<file path="config.mk">
export PLATFORM = sky130hd
export DESIGN_NAME = wdt_top
export DESIGN_NICKNAME = d
export VERILOG_FILES = /design/src/wdt_pkg.sv /design/src/wdt_top.sv
export SDC_FILE = /design/constraint.sdc
export NUM_CORES = 1
export LEC_CHECK = 0
export BUFFER_PORTS_ARGS = -buffer_cell sky130_fd_sc_hd__buf_2
export CAP_MARGIN = 20
export CELL_PAD_IN_SITES_DETAIL_PLACEMENT = 1
export CELL_PAD_IN_SITES_GLOBAL_PLACEMENT = 1
export CORE_ASPECT_RATIO = 0.6
export CORE_UTILIZATION = 30
export CTS_CLUSTER_DIAMETER = 80
export DETAILED_ROUTE_END_ITERATION = 8
export PLACE_DENSITY_LB_ADDON = 0.15
export SKIP_CTS_REPAIR_TIMING = 1
export SLEW_MARGIN = 25
export SYNTH_ARGS = -nofsm -noshare
export SYNTH_HDL_FRONTEND = slang
export SYNTH_SLANG_ARGS = --single-unit
</file>
<file path="constraint.sdc">
create_clock -name core_clk_in -period 3.5 [get_ports core_clk_in]
set_input_delay 0.7 -clock core_clk_in [delete_from_list [all_inputs] [get_ports core_clk_in]]
set_output_delay 0.7 -clock core_clk_in [all_outputs]
set_load 0.05 [all_outputs]
</file>
<file path="src/wdt_pkg.sv">
// package: watchdog register map, field positions, counts and bus carrier
package wdt_pkg;

  localparam int WDT_ADDR_W = 8;
  localparam int WDT_DATA_W = 32;
  localparam int WDT_CNT_W = 18;

  // register byte offsets
  localparam logic [7:0] WDT_OFS_CTRL = 8'h00;
  localparam logic [7:0] WDT_OFS_WAKE = 8'h04;
  localparam logic [7:0] WDT_OFS_STAT = 8'h08;
  localparam logic [7:0] WDT_OFS_MASK = 8'h0c;
  localparam logic [7:0] WDT_OFS_CNT = 8'h10;

  // wdog_control fields
  localparam int WDT_B_CLR = 0;
  localparam int WDT_B_RSTEN = 1;
  localparam int WDT_B_RSTFLG = 2;
  localparam int WDT_B_TOFLG = 3;
  localparam int WDT_B_TOIE = 6;
  localparam int WDT_B_EN = 7;
  localparam int WDT_B_SEL_LO = 8;
  localparam int WDT_B_SEL_HI = 10;

  // wdog_wake_ctrl field
  localparam int WDT_B_WAKEEN = 4;

  // interrupt status / mask bits
  localparam int WDT_EV_W = 3;
  localparam int WDT_EV_TO = 0;
  localparam int WDT_EV_WAKE = 1;
  localparam int WDT_EV_RST = 2;

  // counts in wdog_clock periods
  localparam int WDT_GRACE_PERIODS = 1024;
  localparam int WDT_RST_PERIODS = 63;
  localparam logic [9:0] WDT_GRACE_LAST = 10'(WDT_GRACE_PERIODS - 1);
  localparam logic [5:0] WDT_RST_LAST = 6'(WDT_RST_PERIODS - 1);
  localparam logic [18:0] WDT_SPAN_MIN = 19'h00010;

  // reset values
  localparam logic [2:0] WDT_SEL_RST = 3'h0;
  localparam logic [WDT_EV_W-1:0] WDT_MASK_RST = 3'h0;

  typedef struct packed {
    logic wr;
    logic rd;
    logic [WDT_ADDR_W-1:0] addr;
    logic [WDT_DATA_W-1:0] wdata;
  } wdt_bus_t;

endpackage

</file>
<file path="src/wdt_top.sv">
// watchdog timer with grace window, chip reset and power-down wake-up
`timescale 1ns/10ps

module wdt_top
  import wdt_pkg::*;
(
  input wire logic core_clk_in,
  input wire logic rst_in,
  input wire logic wdog_clock_in,
  input wire logic power_down_in,
  input wire wdt_bus_t bus_in,
  output logic [WDT_DATA_W-1:0] rdata_out,
  output logic irq_out,
  output logic chip_reset_out,
  output logic wake_out
);

  // wdog_clock synchroniser; first stage feeds only the second
  logic wclk_s1;
  logic wclk_s2;
  logic wclk_s3;

  logic [WDT_CNT_W-1:0] cnt;
  logic wdog_enable;
  logic counter_clear;
  logic reset_enable;
  logic timeout_irq_enable;
  logic [2:0] interval_select;
  logic timeout_flag;
  logic reset_occurred_flag;
  logic wake_enable;
  logic [WDT_EV_W-1:0] stat;
  logic [WDT_EV_W-1:0] mask;
  logic grace_on;
  logic [9:0] grace_cnt;
  logic rst_on;
  logic [5:0] rst_cnt;

  always_ff @(posedge core_clk_in or posedge rst_in) begin
    if (rst_in) begin
      wclk_s1 <= 1'b0;
      wclk_s2 <= 1'b0;
      wclk_s3 <= 1'b0;
    end else begin
      wclk_s1 <= wdog_clock_in;
      wclk_s2 <= wclk_s1;
      wclk_s3 <= wclk_s2;
    end
  end

  // one core cycle per rising wdog_clock edge
  wire tick = wclk_s2 & ~wclk_s3;

  // bus decode
  wire wr_ctrl = bus_in.wr && (bus_in.addr == WDT_OFS_CTRL);
  wire wr_wake = bus_in.wr && (bus_in.addr == WDT_OFS_WAKE);
  wire wr_stat = bus_in.wr && (bus_in.addr == WDT_OFS_STAT);
  wire wr_mask = bus_in.wr && (bus_in.addr == WDT_OFS_MASK);
  wire [WDT_DATA_W-1:0] wd = bus_in.wdata;

  // interval compare: top is span-1, so 2^18 wraps to all ones
  wire [18:0] sel_span = WDT_SPAN_MIN << {interval_select, 1'b0};
  wire [WDT_CNT_W-1:0] sel_top = sel_span[WDT_CNT_W-1:0] - 18'h1;

  // clear is honoured only on a wdog tick so it lands in that time base
  wire do_clear = tick & counter_clear;
  wire count_on = tick & wdog_enable & ~do_clear & ~rst_on;
  wire timeout_ev = count_on && (cnt == sel_top);
  wire grace_end = tick && grace_on && !do_clear && (grace_cnt == WDT_GRACE_LAST);
  wire rst_start = grace_end & reset_enable;
  wire rst_end = tick && rst_on && (rst_cnt == WDT_RST_LAST);
  wire wake_ev = timeout_ev & power_down_in & wake_enable;

  wire [WDT_EV_W-1:0] ev_vec = {rst_start, wake_ev, timeout_ev};
  wire [WDT_EV_W-1:0] stat_clr = wr_stat ? wd[WDT_EV_W-1:0] : 3'h0;
  wire [WDT_EV_W-1:0] next_stat = (stat & ~stat_clr) | ev_vec;

  // time-out only reaches the interrupt line when its enable is set
  wire [WDT_EV_W-1:0] irq_gate = {2'b11, timeout_irq_enable};
  wire next_irq = |(next_stat & mask & irq_gate);

  // counter
  always_ff @(posedge core_clk_in or posedge rst_in) begin
    if (rst_in) begin
      cnt <= '0;
    end else if (do_clear || rst_end) begin
      cnt <= '0;
    end else if (count_on) begin
      cnt <= cnt + 18'h1;
    end
  end

  // grace window; a time-out inside a running window does not restart it
  always_ff @(posedge core_clk_in or posedge rst_in) begin
    if (rst_in) begin
      grace_on <= 1'b0;
      grace_cnt <= '0;
    end else if (do_clear || grace_end) begin
      grace_on <= 1'b0;
      grace_cnt <= '0;
    end else if (timeout_ev && !grace_on) begin
      grace_on <= 1'b1;
      grace_cnt <= '0;
    end else if (tick && grace_on) begin
      grace_cnt <= grace_cnt + 10'h1;
    end
  end

  // chip reset length
  always_ff @(posedge core_clk_in or posedge rst_in) begin
    if (rst_in) begin
      rst_on <= 1'b0;
      rst_cnt <= '0;
    end else if (rst_start) begin
      rst_on <= 1'b1;
      rst_cnt <= '0;
    end else if (rst_end) begin
      rst_on <= 1'b0;
    end else if (tick && rst_on) begin
      rst_cnt <= rst_cnt + 6'h1;
    end
  end

  // control bits
  always_ff @(posedge core_clk_in or posedge rst_in) begin
    if (rst_in) begin
      wdog_enable <= 1'b0;
      reset_enable <= 1'b0;
      timeout_irq_enable <= 1'b0;
      interval_select <= WDT_SEL_RST;
      wake_enable <= 1'b0;
      mask <= WDT_MASK_RST;
    end else begin
      if (wr_ctrl) begin
        wdog_enable <= wd[WDT_B_EN];
        reset_enable <= wd[WDT_B_RSTEN];
        timeout_irq_enable <= wd[WDT_B_TOIE];
        interval_select <= wd[WDT_B_SEL_HI:WDT_B_SEL_LO];
      end
      if (wr_wake) begin
        wake_enable <= wd[WDT_B_WAKEEN];
      end
      if (wr_mask) begin
        mask <= wd[WDT_EV_W-1:0];
      end
    end
  end

  // clear request: a new write wins over the self-clear
  always_ff @(posedge core_clk_in or posedge rst_in) begin
    if (rst_in) begin
      counter_clear <= 1'b0;
    end else if (wr_ctrl && wd[WDT_B_CLR]) begin
      counter_clear <= 1'b1;
    end else if (do_clear) begin
      counter_clear <= 1'b0;
    end
  end

  // sticky flags, write one to clear, event wins over clear
  always_ff @(posedge core_clk_in or posedge rst_in) begin
    if (rst_in) begin
      timeout_flag <= 1'b0;
      reset_occurred_flag <= 1'b0;
      stat <= '0;
    end else begin
      timeout_flag <= timeout_ev | (timeout_flag & ~(wr_ctrl & wd[WDT_B_TOFLG]));
      // rst_in is power-on only, so chip_reset_out never clears this
      reset_occurred_flag <= rst_start
        | (reset_occurred_flag & ~(wr_ctrl & wd[WDT_B_RSTFLG]));
      stat <= next_stat;
    end
  end

  // read mux
  logic [WDT_DATA_W-1:0] rd_mux;
  always_comb begin
    rd_mux = '0;
    case (bus_in.addr)
      WDT_OFS_CTRL: begin
        rd_mux[WDT_B_CLR] = counter_clear;
        rd_mux[WDT_B_RSTEN] = reset_enable;
        rd_mux[WDT_B_RSTFLG] = reset_occurred_flag;
        rd_mux[WDT_B_TOFLG] = timeout_flag;
        rd_mux[WDT_B_TOIE] = timeout_irq_enable;
        rd_mux[WDT_B_EN] = wdog_enable;
        rd_mux[WDT_B_SEL_HI:WDT_B_SEL_LO] = interval_select;
      end
      WDT_OFS_WAKE: rd_mux[WDT_B_WAKEEN] = wake_enable;
      WDT_OFS_STAT: rd_mux[WDT_EV_W-1:0] = stat;
      WDT_OFS_MASK: rd_mux[WDT_EV_W-1:0] = mask;
      WDT_OFS_CNT: rd_mux[WDT_CNT_W-1:0] = cnt;
      default: rd_mux = '0;
    endcase
  end

  // outputs all registered
  always_ff @(posedge core_clk_in or posedge rst_in) begin
    if (rst_in) begin
      rdata_out <= '0;
      irq_out <= 1'b0;
      chip_reset_out <= 1'b0;
      wake_out <= 1'b0;
    end else begin
      rdata_out <= bus_in.rd ? rd_mux : '0;
      irq_out <= next_irq;
      chip_reset_out <= (rst_on & ~rst_end) | rst_start;
      wake_out <= wake_ev;
    end
  end

endmodule

</file>
======== Word-level counts from Yosys, hierarchy flattened ========
Index checks and enable logic that the tools add are counted.
word-level totals
  input port bits ......................... 46
  output and inout bits ................... 35
  bits in registers ....................... 76
  logic and storage cells ................. 109
cells by class
  mux-type cells .......................... 22
  bitwise logic cells ..................... 27
  reduce and logical (&&, ||, !) cells .... 25
  $add $sub $neg .......................... 4
  equal/unequal tests ..................... 8
  shifts and indexed selects .............. 1
operator list
  cell                                                 number
  2-to-1 mux 18 bit                                    3
  2-to-1 mux 10 bit                                    3
  adder 18 x 1 -> 18 bit, second input constant        1
  equality test 18 bit                                 1
  2-to-1 mux 6 bit                                     3
  << shifter 5 x 4 -> 18 bit, first input constant     1
  subtractor 18 x 1 -> 18 bit, second input constant   1
  equality test 8 x 4 -> 1 bit, second input constant  2
  AND 1 bit                                            13
  logical AND 1 bit                                    12
  one-hot mux 3 bit (4 select lines)                   1
  adder 10 x 1 -> 10 bit, second input constant        1
  equality test 10 bit, second input constant          1
  one-hot mux 5 bit (2 select lines)                   1
  nonzero test 2 bit                                   5
  AND 3 bit                                            3
  equality test 8 x 3 -> 1 bit, second input constant  1
  equality test 8 x 5 -> 1 bit, second input constant  1
  logical NOT 8 bit                                    1
  2-to-1 mux 1 bit                                     7
  2-to-1 mux 7 bit                                     1
  adder 6 x 1 -> 6 bit, second input constant          1
  equality test 6 bit, second input constant           1
  NOT 1 bit                                            6
  11 further kinds                                     16

======== Longest topological paths before layout ========
Gate-level depths: netlist (run 1).
  depth after elaboration ................. 13
  depth in mapped cells ................... 12
  depth with buffers taken out ............ 9

======== Least setup slack after synthesis (run 1) ========
Ideal clock, no wire load.
  path type ............................... register to register
  start ................................... reg interval_select[2]
  end ..................................... reg grace_cnt[2]
  setup slack ............................. 0.411 ns
  clock period less this slack ............ 3.089 ns
  buffers on the path ..................... 2
  library setup time ...................... 0.134 ns
  arrival time ............................ 2.955 ns
  stages on the path, launching flop included .. 11
  required time ........................... 3.366 ns
  path through ............................ dfrtp_1 buf_2 buf_2 or3_1 ha_1 or4b_2 o211ai_1 xor2_1 or4_4 o31ai_4 nor2_1
on the way
  word-level cells in the longest chain between the ends .. 7
  elaborated cells between the ends (all ways) .. 8
  those cells by class .................... 1 x add/sub; 1 x eq/ne; 1 x shift; 2 x mux; 3 x reduce/logical
ends and longest elaborated chain
  element                        RTL line        text
  from (decl)                    wdt_top.sv:28   logic [2:0] interval_select;
  from (signal assigned)         wdt_top.sv:138  interval_select <= wd[WDT_B_SEL_HI:WDT_B_SEL_LO];
  << shifter 5 x 4 -> 18 bit *   wdt_top.sv:62   wire [18:0] sel_span = WDT_SPAN_MIN << {interval_select, 1'b0};
  subtractor 18 x 1 -> 18 bit *  wdt_top.sv:63   wire [WDT_CNT_W-1:0] sel_top = sel_span[WDT_CNT_W-1:0] - 18'h1;
  equality test 18 bit *         wdt_top.sv:68   wire timeout_ev = count_on && (cnt == sel_top);
  logical AND 1 bit *            wdt_top.sv:68
  logical AND 1 bit *            wdt_top.sv:101  end else if (timeout_ev && !grace_on) begin
  2-to-1 mux 10 bit              wdt_top.sv:101
  2-to-1 mux 10 bit              wdt_top.sv:98   end else if (do_clear || grace_end) begin
  to (signal assigned)           wdt_top.sv:105  grace_cnt <= grace_cnt + 10'h1;
  to (decl)                      wdt_top.sv:35   logic [9:0] grace_cnt;
Every way passes the cells marked *; elsewhere a longest branch is shown, timed or not.
A chain may end at the register's enable or synchronous reset.

======== Worst setup path after layout (run 1) ========
  start ................................... reg interval_select[2]
  end ..................................... reg grace_cnt[6]
The elaborated chain is that of the path after synthesis.

==> results of run 1 <==
kinds of logic (layout without fill, tap and decap cells):
group                    count (synthesis)  in the layout
AND/OR/NAND/NOR                        164            164
buffers and inverters                   42             78
AO/OA/AOI/OAI                           53             53
other                                    1             14
multiplexers                            15             15
adder cells (fa/ha/maj)                  5              5
flip-flops                              76             76
XOR/XNOR                                34             34
where the power goes:
part | internal, mW | leakage [nW] | total (mW) | switching, mW
clock | 0.495 | 0.135 | 0.863 | 0.368
combinational | 0.0630 | 1.02 | 0.184 | 0.121
sequential | 0.892 | 1.04 | 0.908 | 0.0160
total | 1.45 | 2.20 | 1.96 | 0.506
routing by layer:
| metal | GRT usage, % | wire (um) | vias to the layer above |
|---|---|---|---|
| met4 | 3.620 | 83 | 0 |
| met3 | 4.171 | 441 | 9 |
| met2 | 22.96 | 4355 | 65 |
| met5 | 0 | 0 | - |
| met1 | 26.63 | 5786 | 1495 |
| li1 | - | - | 1425 |
through the flow:
step	worst slack (ps)	utilization (%)	power [mW]	std cells	cell area (um2)
floorplan	411.2	-	1.070	403	4014
global placement	457.7	33.58	1.106	593	4315
detailed placement	449.9	33.58	1.110	593	4315
CTS	429.9	35.68	1.993	609	4586
global route	293.7	35.68	2.038	609	4586
finish	456.2	35.68	1.956	609	4586
final cells by class:
type | count | share of cell area (%)
Clock inverter | 5 | 0.6003
Tap cell | 170 | 4.638
Inverter | 7 | 0.6003
Timing Repair Buffer | 55 | 6.603
Clock buffer | 11 | 5.293
Multi-Input combinational cell | 285 | 40.79
Sequential cell | 76 | 41.47
state kept, by name, indices dropped and copies added, names as in the netlist:
| signal | count |
|---|---|
| rst_on | 1 |
| irq_out | 1 |
| rst_cnt | 6 |
| reset_enable | 1 |
| stat | 3 |
| timeout_irq_enable | 1 |
| wclk_s3 | 1 |
| grace_cnt | 10 |
| timeout_flag | 1 |
| interval_select | 3 |
| reset_occurred_flag | 1 |
| grace_on | 1 |
| wake_enable | 1 |
| mask | 3 |
| chip_reset_out | 1 |
| wclk_s1 | 1 |
| wdog_enable | 1 |
| rdata_out | 18 |
| wake_out | 1 |
| counter_clear | 1 |
| cnt | 18 |
| wclk_s2 | 1 |
synthesized netlist by cell type, types with 5 or more instances:
| cell type | n | share of area, % |
|---|---|---|
| clkbuf_1 | 11 | 1.0 |
| nand3_1 | 19 | 2.4 |
| a22oi_1 | 10 | 1.9 |
| mux2_2 | 13 | 3.7 |
| xor2_1 | 24 | 5.3 |
| nor2_1 | 35 | 3.3 |
| or3_1 | 6 | 0.95 |
| inv_1 | 7 | 0.66 |
| xnor2_1 | 10 | 2.2 |
| a21oi_1 | 12 | 1.5 |
| buf_4 | 14 | 2.7 |
| nand2_1 | 33 | 3.1 |
| dfrtp_1 | 76 | 48 |
| and4_1 | 5 | 1.1 |
| nand4_1 | 10 | 1.6 |
| nand3b_1 | 5 | 0.95 |
| ha_1 | 5 | 1.6 |
| and3_1 | 13 | 2.1 |
| o21ai_0 | 13 | 1.6 |
| nor2b_1 | 10 | 1.6 |
| buf_2 | 5 | 0.63 |
path summary, 6_finish.rpt:
kind / end / slack [ps] / cells after the start
min in group asynchronous: stat[1] / 360 / 2
hold / removal: wclk_s2 / 350 / 0
setup / recovery: grace_cnt[6] / 460 / 8
max in group asynchronous: rdata_out[16] / 2380 / 3
hold reg to reg: wclk_s2 / 350 / 0
setup reg to reg: grace_cnt[6] / 460 / 8
critical path, stage by stage, from the launching register on:
cell      delay, ps
dfrtp_1         370
or3_1           370
ha_1            220
or4b_2          620
o211ai_1        130
xor2_1          110
or4_4           560
o31ai_4         420
nor2_1          110
==> report_table.html, run 1 <==
<table>
<tr><th>Metric</th><th>Value</th></tr>
<tr><th colspan="2">Synth</th></tr>
<tr><td>Primary FF master, synth</td><td>dfrtp_1</td></tr>
<tr><td>Portion of netlist area occupied by mux cells</td><td>under 10%</td></tr>
<tr><td>Fraction of synthesized cell area in xor and xnor cells</td><td>under 10%</td></tr>
<tr><td>Distinct cell type count after synthesis</td><td>56</td></tr>
<tr><td>Share of synthesized cell area in full adder, half adder and majority cells</td><td>about 1.6%</td></tr>
<tr><td>Cells after synthesis</td><td>390</td></tr>
<tr><td>Synth async-reset ratio</td><td>between 90% and 100%</td></tr>
<tr><td>Post-synthesis share of cell area spent on and, or, nand and nor gates</td><td>roughly a quarter</td></tr>
<tr><td>Combinational family with the most area after synthesis</td><td>simple AND/OR/NAND/NOR gates</td></tr>
<tr><td>Number of warning messages in the yosys log</td><td>0</td></tr>
<tr><td>Mapped Area</td><td>approximately 4000 um2</td></tr>
<tr><td>Average cell area after synthesis</td><td>10.17 um2</td></tr>
<tr><td>Sequential fraction of the synthesis area</td><td>47.96%</td></tr>
<tr><td>Share of the synthesized area in compound gates (AO/OA/AOI/OAI)</td><td>between 8 and 9%</td></tr>
<tr><td>Flop and latch count out of synthesis</td><td>76</td></tr>
<tr><td>Count of flip-flops with a built-in enable after synthesis</td><td>0</td></tr>
<tr><th colspan="2">Detailed routing</th></tr>
<tr><td>Iteration-0 DRC Markers</td><td>around 160</td></tr>
<tr><td>Per-cell routed wire length</td><td>between 15 and 20 um</td></tr>
<tr><td>Post-detailed-route via-to-cell ratio</td><td>roughly 4.9</td></tr>
<tr><td>Total length of routed wires</td><td>10.67 mm</td></tr>
<tr><td>DR DRC count</td><td>0</td></tr>
<tr><td>DRT Pass-1 Iters</td><td>4</td></tr>
<tr><td>Antenna-violating nets left</td><td>0</td></tr>
<tr><td>Via Count</td><td>~3,000</td></tr>
<tr><th colspan="2">Placed design</th></tr>
<tr><td>Routability Congestion</td><td>0.8050</td></tr>
<tr><td>HPWL after detailed placement</td><td>approximately 7.8 mm</td></tr>
<tr><td>Buffers on Ports</td><td>between 40 and 50</td></tr>
<tr><th colspan="2">Hold path</th></tr>
<tr><td>Hold/Removal Path Class</td><td>reg2reg</td></tr>
<tr><td>Hold wc startpoint</td><td>wclk_s1</td></tr>
<tr><th colspan="2">Timing</th></tr>
<tr><td>Final setup violation count</td><td>0</td></tr>
<tr><td>Max frequency</td><td>roughly 330 MHz</td></tr>
<tr><td>Worst slew pin tran</td><td>about 690 ps</td></tr>
<tr><td>Final-report max-slew violation count</td><td>0</td></tr>
<tr><td>Worst Hold Margin</td><td>between 300 and 400 ps</td></tr>
<tr><td>Fin crit share</td><td>86.97%</td></tr>
<tr><td>Number of hold violations in the final report</td><td>0</td></tr>
<tr><td>Slew HR</td><td>between 50% and 60%</td></tr>
<tr><td>Layout Skew</td><td>roughly 9.4 ps</td></tr>
<tr><td>Shortest period the worst path allows</td><td>3044 ps</td></tr>
<tr><td>Setup repair after global routing missed its margin</td><td>no</td></tr>
<tr><td>Total Negative Setup Slacks</td><td>0 ps</td></tr>
<tr><th colspan="2">Outcome</th></tr>
<tr><td>Outcome</td><td>finished clean</td></tr>
<tr><th colspan="2">Clock network</th></tr>
<tr><td>Clock transition at the registers of the reported paths</td><td>roughly 60 ps</td></tr>
<tr><td>Number of buffers created by CTS</td><td>9</td></tr>
<tr><td>Cell at the root of the clock tree</td><td>clkbuf_16</td></tr>
<tr><td>Clock insertion delay at the later pin of the skew report</td><td>approximately 340 ps</td></tr>
<tr><td>Largest buffer count on any clock path</td><td>2</td></tr>
<tr><td>Clock sink count</td><td>76</td></tr>
<tr><td>Total number of H-tree levels</td><td>3</td></tr>
<tr><td>CTS tree</td><td>yes</td></tr>
<tr><th colspan="2">Floorplan</th></tr>
<tr><td>Initial Utilization</td><td>~31%</td></tr>
<tr><td>Die boundary width</td><td>around 150 um</td></tr>
<tr><td>Die Footprint</td><td>between 10,000 and 15,000 um2</td></tr>
<tr><td>Count of pins on the block boundary</td><td>a little over 80</td></tr>
<tr><td>Core Area</td><td>between 10,000 and 15,000 um2</td></tr>
<tr><td>Row count</td><td>32</td></tr>
<tr><td>Vertical extent of the die</td><td>between 90 and 100 um</td></tr>
<tr><th colspan="2">Layout</th></tr>
<tr><td>Most common cell after layout, fill and taps aside</td><td>dfrtp_1</td></tr>
<tr><td>Area of the multi-input gates</td><td>around 1900 um2</td></tr>
<tr><td>Fillers</td><td>~1,500</td></tr>
<tr><td>Ratio of cells with drive above 1 in the final layout</td><td>approximately 22%</td></tr>
<tr><td>Area occupied by registers</td><td>1902 um2</td></tr>
<tr><td>Inserted Diodes</td><td>0</td></tr>
<tr><td>Synth-to-Final Area Change</td><td>15.65%</td></tr>
<tr><td>Most frequent cells in the layout</td><td>76 x dfrtp_1, 44 x buf_2, 35 x nor2_1</td></tr>
<tr><td>Nets</td><td>approximately 490</td></tr>
<tr><th colspan="2">GRT</th></tr>
<tr><td>Initial antenna violation count</td><td>0</td></tr>
<tr><td>Global-route wire length before repair</td><td>roughly 18 mm</td></tr>
<tr><td>Via count of the first global-routing pass</td><td>a little over 3,000</td></tr>
<tr><td>Global route total overflow</td><td>0</td></tr>
<tr><td>Maximum number of pins on one net before global-route repair</td><td>29</td></tr>
<tr><td>Total global-route track usage</td><td>17.02%</td></tr>
<tr><th colspan="2">Setup path</th></tr>
<tr><td>Critical path startpoint</td><td>interval_select[2]</td></tr>
<tr><td>Classification of the worst setup path</td><td>reg2reg</td></tr>
<tr><td>Startpoint kind of the worst setup timing path</td><td>flop</td></tr>
<tr><td>Maximum fanout along the worst path</td><td>9</td></tr>
<tr><td>Critical R2R Launch</td><td>interval_select[2]</td></tr>
<tr><td>Required time of the critical path</td><td>approximately 3700 ps</td></tr>
<tr><td>Setup crit end kind</td><td>flop</td></tr>
<tr><td>Arrival @ worst endpoint</td><td>roughly 3200 ps</td></tr>
<tr><th colspan="2">Pwr</th></tr>
<tr><td>Leak Pwr</td><td>2.198 nW</td></tr>
<tr><td>Total power per unit cell area</td><td>roughly 430 nW/um2</td></tr>
<tr><td>Worst VDD drop</td><td>215.8 uV</td></tr>
<tr><th colspan="2">Run</th></tr>
<tr><td># Max-Cap Violations</td><td>0</td></tr>
</table>
Power figures use the tool's default switching activity.
==> run 2, diff against run 1 <==
--- a/config.mk
+++ b/config.mk
@@ -5,7 +5,7 @@
 export SDC_FILE = /design/constraint.sdc
 export NUM_CORES = 1
 export LEC_CHECK = 0
-export BUFFER_PORTS_ARGS = -buffer_cell sky130_fd_sc_hd__buf_2
+export BUFFER_PORTS_ARGS = -buffer_cell sky130_fd_sc_hd__buf_4
 export CAP_MARGIN = 20
 export CELL_PAD_IN_SITES_DETAIL_PLACEMENT = 1
 export CELL_PAD_IN_SITES_GLOBAL_PLACEMENT = 1
==> run 2 against run 1 <==
  * Sequential power is essentially flat
  * Maximum frequency shrank 0.45%
  * Clock skew shrank 4.4 ps
  * Hold slack lost 2.6 ps
  * First-iteration DRC count shrank 25%
  * Critical path depth is the same
  * Core utilization grew 0.92 points
  * Clock power grew 0.6%
  * Wire length shrank 2.3%
  * Critical path type unchanged
  * Largest cell class unchanged
  * Largest power group unchanged
  * Highest routed layer unchanged
==> report_table.html, run 2 (synthesis results as in run 1) <==
<table>
<tr><th>Metric</th><th>Value</th></tr>
<tr><th colspan="2">Floorplan</th></tr>
<tr><td>Initial Utilization</td><td>a little under a third</td></tr>
<tr><td>Die Footprint</td><td>13,700 um2</td></tr>
<tr><td>Row count</td><td>32</td></tr>
<tr><td>Count of pins on the block boundary</td><td>81</td></tr>
<tr><td>Die boundary width</td><td>150.4 um</td></tr>
<tr><td>Core Area</td><td>12,850 um2</td></tr>
<tr><td>Vertical extent of the die</td><td>91.05 um</td></tr>
<tr><th colspan="2">GRT</th></tr>
<tr><td>Total global-route track usage</td><td>16.81%</td></tr>
<tr><td>Initial antenna violation count</td><td>0</td></tr>
<tr><td>Global-route wire length before repair</td><td>~17 mm</td></tr>
<tr><td>Global route total overflow</td><td>0</td></tr>
<tr><td>Via count of the first global-routing pass</td><td>about 3,100</td></tr>
<tr><td>Maximum number of pins on one net before global-route repair</td><td>50</td></tr>
<tr><th colspan="2">Layout</th></tr>
<tr><td>Inserted Diodes</td><td>0</td></tr>
<tr><td>Most common cell after layout, fill and taps aside</td><td>dfrtp_1</td></tr>
<tr><td>Final std cell area, no fill</td><td>between 4000 and 5000 um2</td></tr>
<tr><td>Area occupied by registers</td><td>1902 um2</td></tr>
<tr><td>Most frequent cells in the layout</td><td>76 x dfrtp_1, 53 x buf_4, 35 x nor2_1</td></tr>
<tr><td>Nets</td><td>about 480</td></tr>
<tr><td>Area of the multi-input gates</td><td>around 1900 um2</td></tr>
<tr><td>Largest registers in the final layout</td><td>cnt (18), rdata_out (18), grace_cnt (10)</td></tr>
<tr><td>Fillers</td><td>1,444</td></tr>
<tr><td>Ratio of cells with drive above 1 in the final layout</td><td>20.82%</td></tr>
<tr><td>Synth-to-Final Area Change</td><td>18.62%</td></tr>
<tr><td>Post-layout util</td><td>a little over a third</td></tr>
<tr><th colspan="2">Setup path</th></tr>
<tr><td>Startpoint kind of the worst setup timing path</td><td>flop</td></tr>
<tr><td>Arrival @ worst endpoint</td><td>3260 ps</td></tr>
<tr><td>Maximum fanout along the worst path</td><td>9</td></tr>
<tr><td>Cell at the slowest stage of the critical path</td><td>or4b_2</td></tr>
<tr><td>Cells on worst reg2reg path</td><td>8</td></tr>
<tr><td>Crit path cell chain</td><td>or3_1 -&gt; ha_1 -&gt; or4b_2 -&gt; o211ai_1 -&gt; xor2_1 -&gt; or4_4 -&gt; o31ai_4 -&gt; nor2_1</td></tr>
<tr><td>Setup crit end kind</td><td>flop</td></tr>
<tr><td>Required time of the critical path</td><td>approximately 3700 ps</td></tr>
<tr><td>Classification of the worst setup path</td><td>reg2reg</td></tr>
<tr><td>Worst stage delay on the critical path</td><td>approximately 610 ps</td></tr>
<tr><th colspan="2">Hold path</th></tr>
<tr><td>Hold/Removal Path Class</td><td>reg2reg</td></tr>
<tr><td>Number of instances on the worst hold path</td><td>0</td></tr>
<tr><th colspan="2">Clock network</th></tr>
<tr><td>Clock insertion delay at the later pin of the skew report</td><td>about 330 ps</td></tr>
<tr><td>Largest buffer count on any clock path</td><td>2</td></tr>
<tr><td>Clock transition at the registers of the reported paths</td><td>roughly 60 ps</td></tr>
<tr><td>Number of buffers created by CTS</td><td>9</td></tr>
<tr><td>Cell at the root of the clock tree</td><td>clkbuf_16</td></tr>
<tr><td>Clock sink count</td><td>76</td></tr>
<tr><td>Total number of H-tree levels</td><td>3</td></tr>
<tr><td>CTS tree</td><td>yes</td></tr>
<tr><th colspan="2">Detailed routing</th></tr>
<tr><td>Per-cell routed wire length</td><td>approximately 17 um</td></tr>
<tr><td>Via Count</td><td>between 2,000 and 3,000</td></tr>
<tr><td>DRT Pass-1 Iters</td><td>4</td></tr>
<tr><td>Total length of routed wires</td><td>about 10 mm</td></tr>
<tr><td>Post-detailed-route via-to-cell ratio</td><td>between 4 and 5</td></tr>
<tr><td>DR DRC count</td><td>0</td></tr>
<tr><td>Antenna-violating nets left</td><td>0</td></tr>
<tr><td>Iteration-0 DRC Markers</td><td>120</td></tr>
<tr><th colspan="2">Timing</th></tr>
<tr><td>Slew HR</td><td>a little under three fifths</td></tr>
<tr><td>Number of hold violations in the final report</td><td>0</td></tr>
<tr><td>Shortest period the worst path allows</td><td>slightly above 3000 ps</td></tr>
<tr><td>Final-report max-slew violation count</td><td>0</td></tr>
<tr><td>Worst Hold Margin</td><td>about 350 ps</td></tr>
<tr><td>Fin crit share</td><td>87.36%</td></tr>
<tr><td>Max frequency</td><td>about 330 MHz</td></tr>
<tr><td>Worst slew pin tran</td><td>between 600 and 700 ps</td></tr>
<tr><td>Total Negative Setup Slacks</td><td>0 ps</td></tr>
<tr><td>Layout Skew</td><td>roughly 5 ps</td></tr>
<tr><td>Final setup violation count</td><td>0</td></tr>
<tr><td>Setup repair after global routing missed its margin</td><td>no</td></tr>
<tr><td>Final setup margin</td><td>roughly 440 ps</td></tr>
<tr><th colspan="2">Pwr</th></tr>
<tr><td>Share of total power consumed by net switching</td><td>24.77%</td></tr>
<tr><td>Reported net switching power</td><td>a little under 0.5 mW</td></tr>
<tr><td>Sequential fraction of design power</td><td>between 40 and 50%</td></tr>
<tr><td>Part of the power in the clock network</td><td>around 44%</td></tr>
<tr><td>Worst VDD drop</td><td>about 230 uV</td></tr>
<tr><td>Leak Pwr</td><td>2.209 nW</td></tr>
<tr><td>Combinational share of power</td><td>9.7%</td></tr>
<tr><td>Internal power</td><td>roughly 1.5 mW</td></tr>
<tr><td>Total power per unit cell area</td><td>between 400 and 500 nW/um2</td></tr>
<tr><th colspan="2">Run</th></tr>
<tr><td># Max-Cap Violations</td><td>0</td></tr>
<tr><th colspan="2">Placed design</th></tr>
<tr><td>HPWL after detailed placement</td><td>7.601 mm</td></tr>
<tr><td>Buffers on Ports</td><td>44</td></tr>
<tr><td>Dpl cell area</td><td>approximately 4400 um2</td></tr>
<tr><td>Routability Congestion</td><td>0.7918</td></tr>
<tr><td>Worst Setup Slack post-DPL</td><td>430.9 ps</td></tr>
<tr><th colspan="2">Outcome</th></tr>
<tr><td>Outcome</td><td>finished clean</td></tr>
</table>
==> run 2: final cells by class <==
class | instances | area share (%)
Clock buffer | 14 | 5.613
Clock inverter | 1 | 0.1596
Inverter | 7 | 0.6119
Multi-Input combinational cell | 285 | 39.77
Sequential cell | 76 | 40.44
Tap cell | 170 | 4.522
Timing Repair Buffer | 54 | 8.885
==> run 2: power by group through the flow <==
stage | combinational (mW) | clock, mW | sequential [mW]
detailed placement | 0.193 | 0 | 0.924
global placement | 0.190 | 0 | 0.923
CTS | 0.194 | 0.903 | 0.908
floorplan | 0.151 | 0 | 0.918
finish | 0.191 | 0.868 | 0.908
global route | 0.210 | 0.934 | 0.910
==> run 2: final timing paths <==
path | slack, ps | start | end
min in group asynchronous | 460 | rst_in | stat[2]
worst max register to register | 440 | interval_select[2] | grace_cnt[7]
worst min register to register | 350 | wclk_s1 | wclk_s2
max in group asynchronous | 2450 | rst_in | rdata_out[14]
worst max-delay path | 440 | interval_select[2] | grace_cnt[7]
worst min-delay path | 350 | wclk_s1 | wclk_s2
==> run 2: stage by stage <==
step,cells,power (mW)
CTS,607,2.006
global route,607,2.054
detailed placement,592,1.117
finish,607,1.967
global placement,592,1.113
floorplan,403,1.070
==> run 2: worst max-delay path: cells and delay by family, from the launching register on <==
| kind | cells | cell delay [ps] |
|---|---|---|
| AND/OR/NAND/NOR | 4 | 1650 |
| AO/OA/AOI/OAI | 2 | 550 |
| flip-flops | 1 | 380 |
| adder cells (fa/ha/maj) | 1 | 230 |
| XOR/XNOR | 1 | 120 |
==> run 2: metal layers <==
metal / track usage (%) / wire length (um) / up-vias
li1: - / - / 1424
met1: 26.30 / 5834 / 1454
met2: 22.50 / 4105 / 68
met3: 3.769 / 389 / 7
met4: 4.545 / 93 / 0
met5: 0 / 0 / -
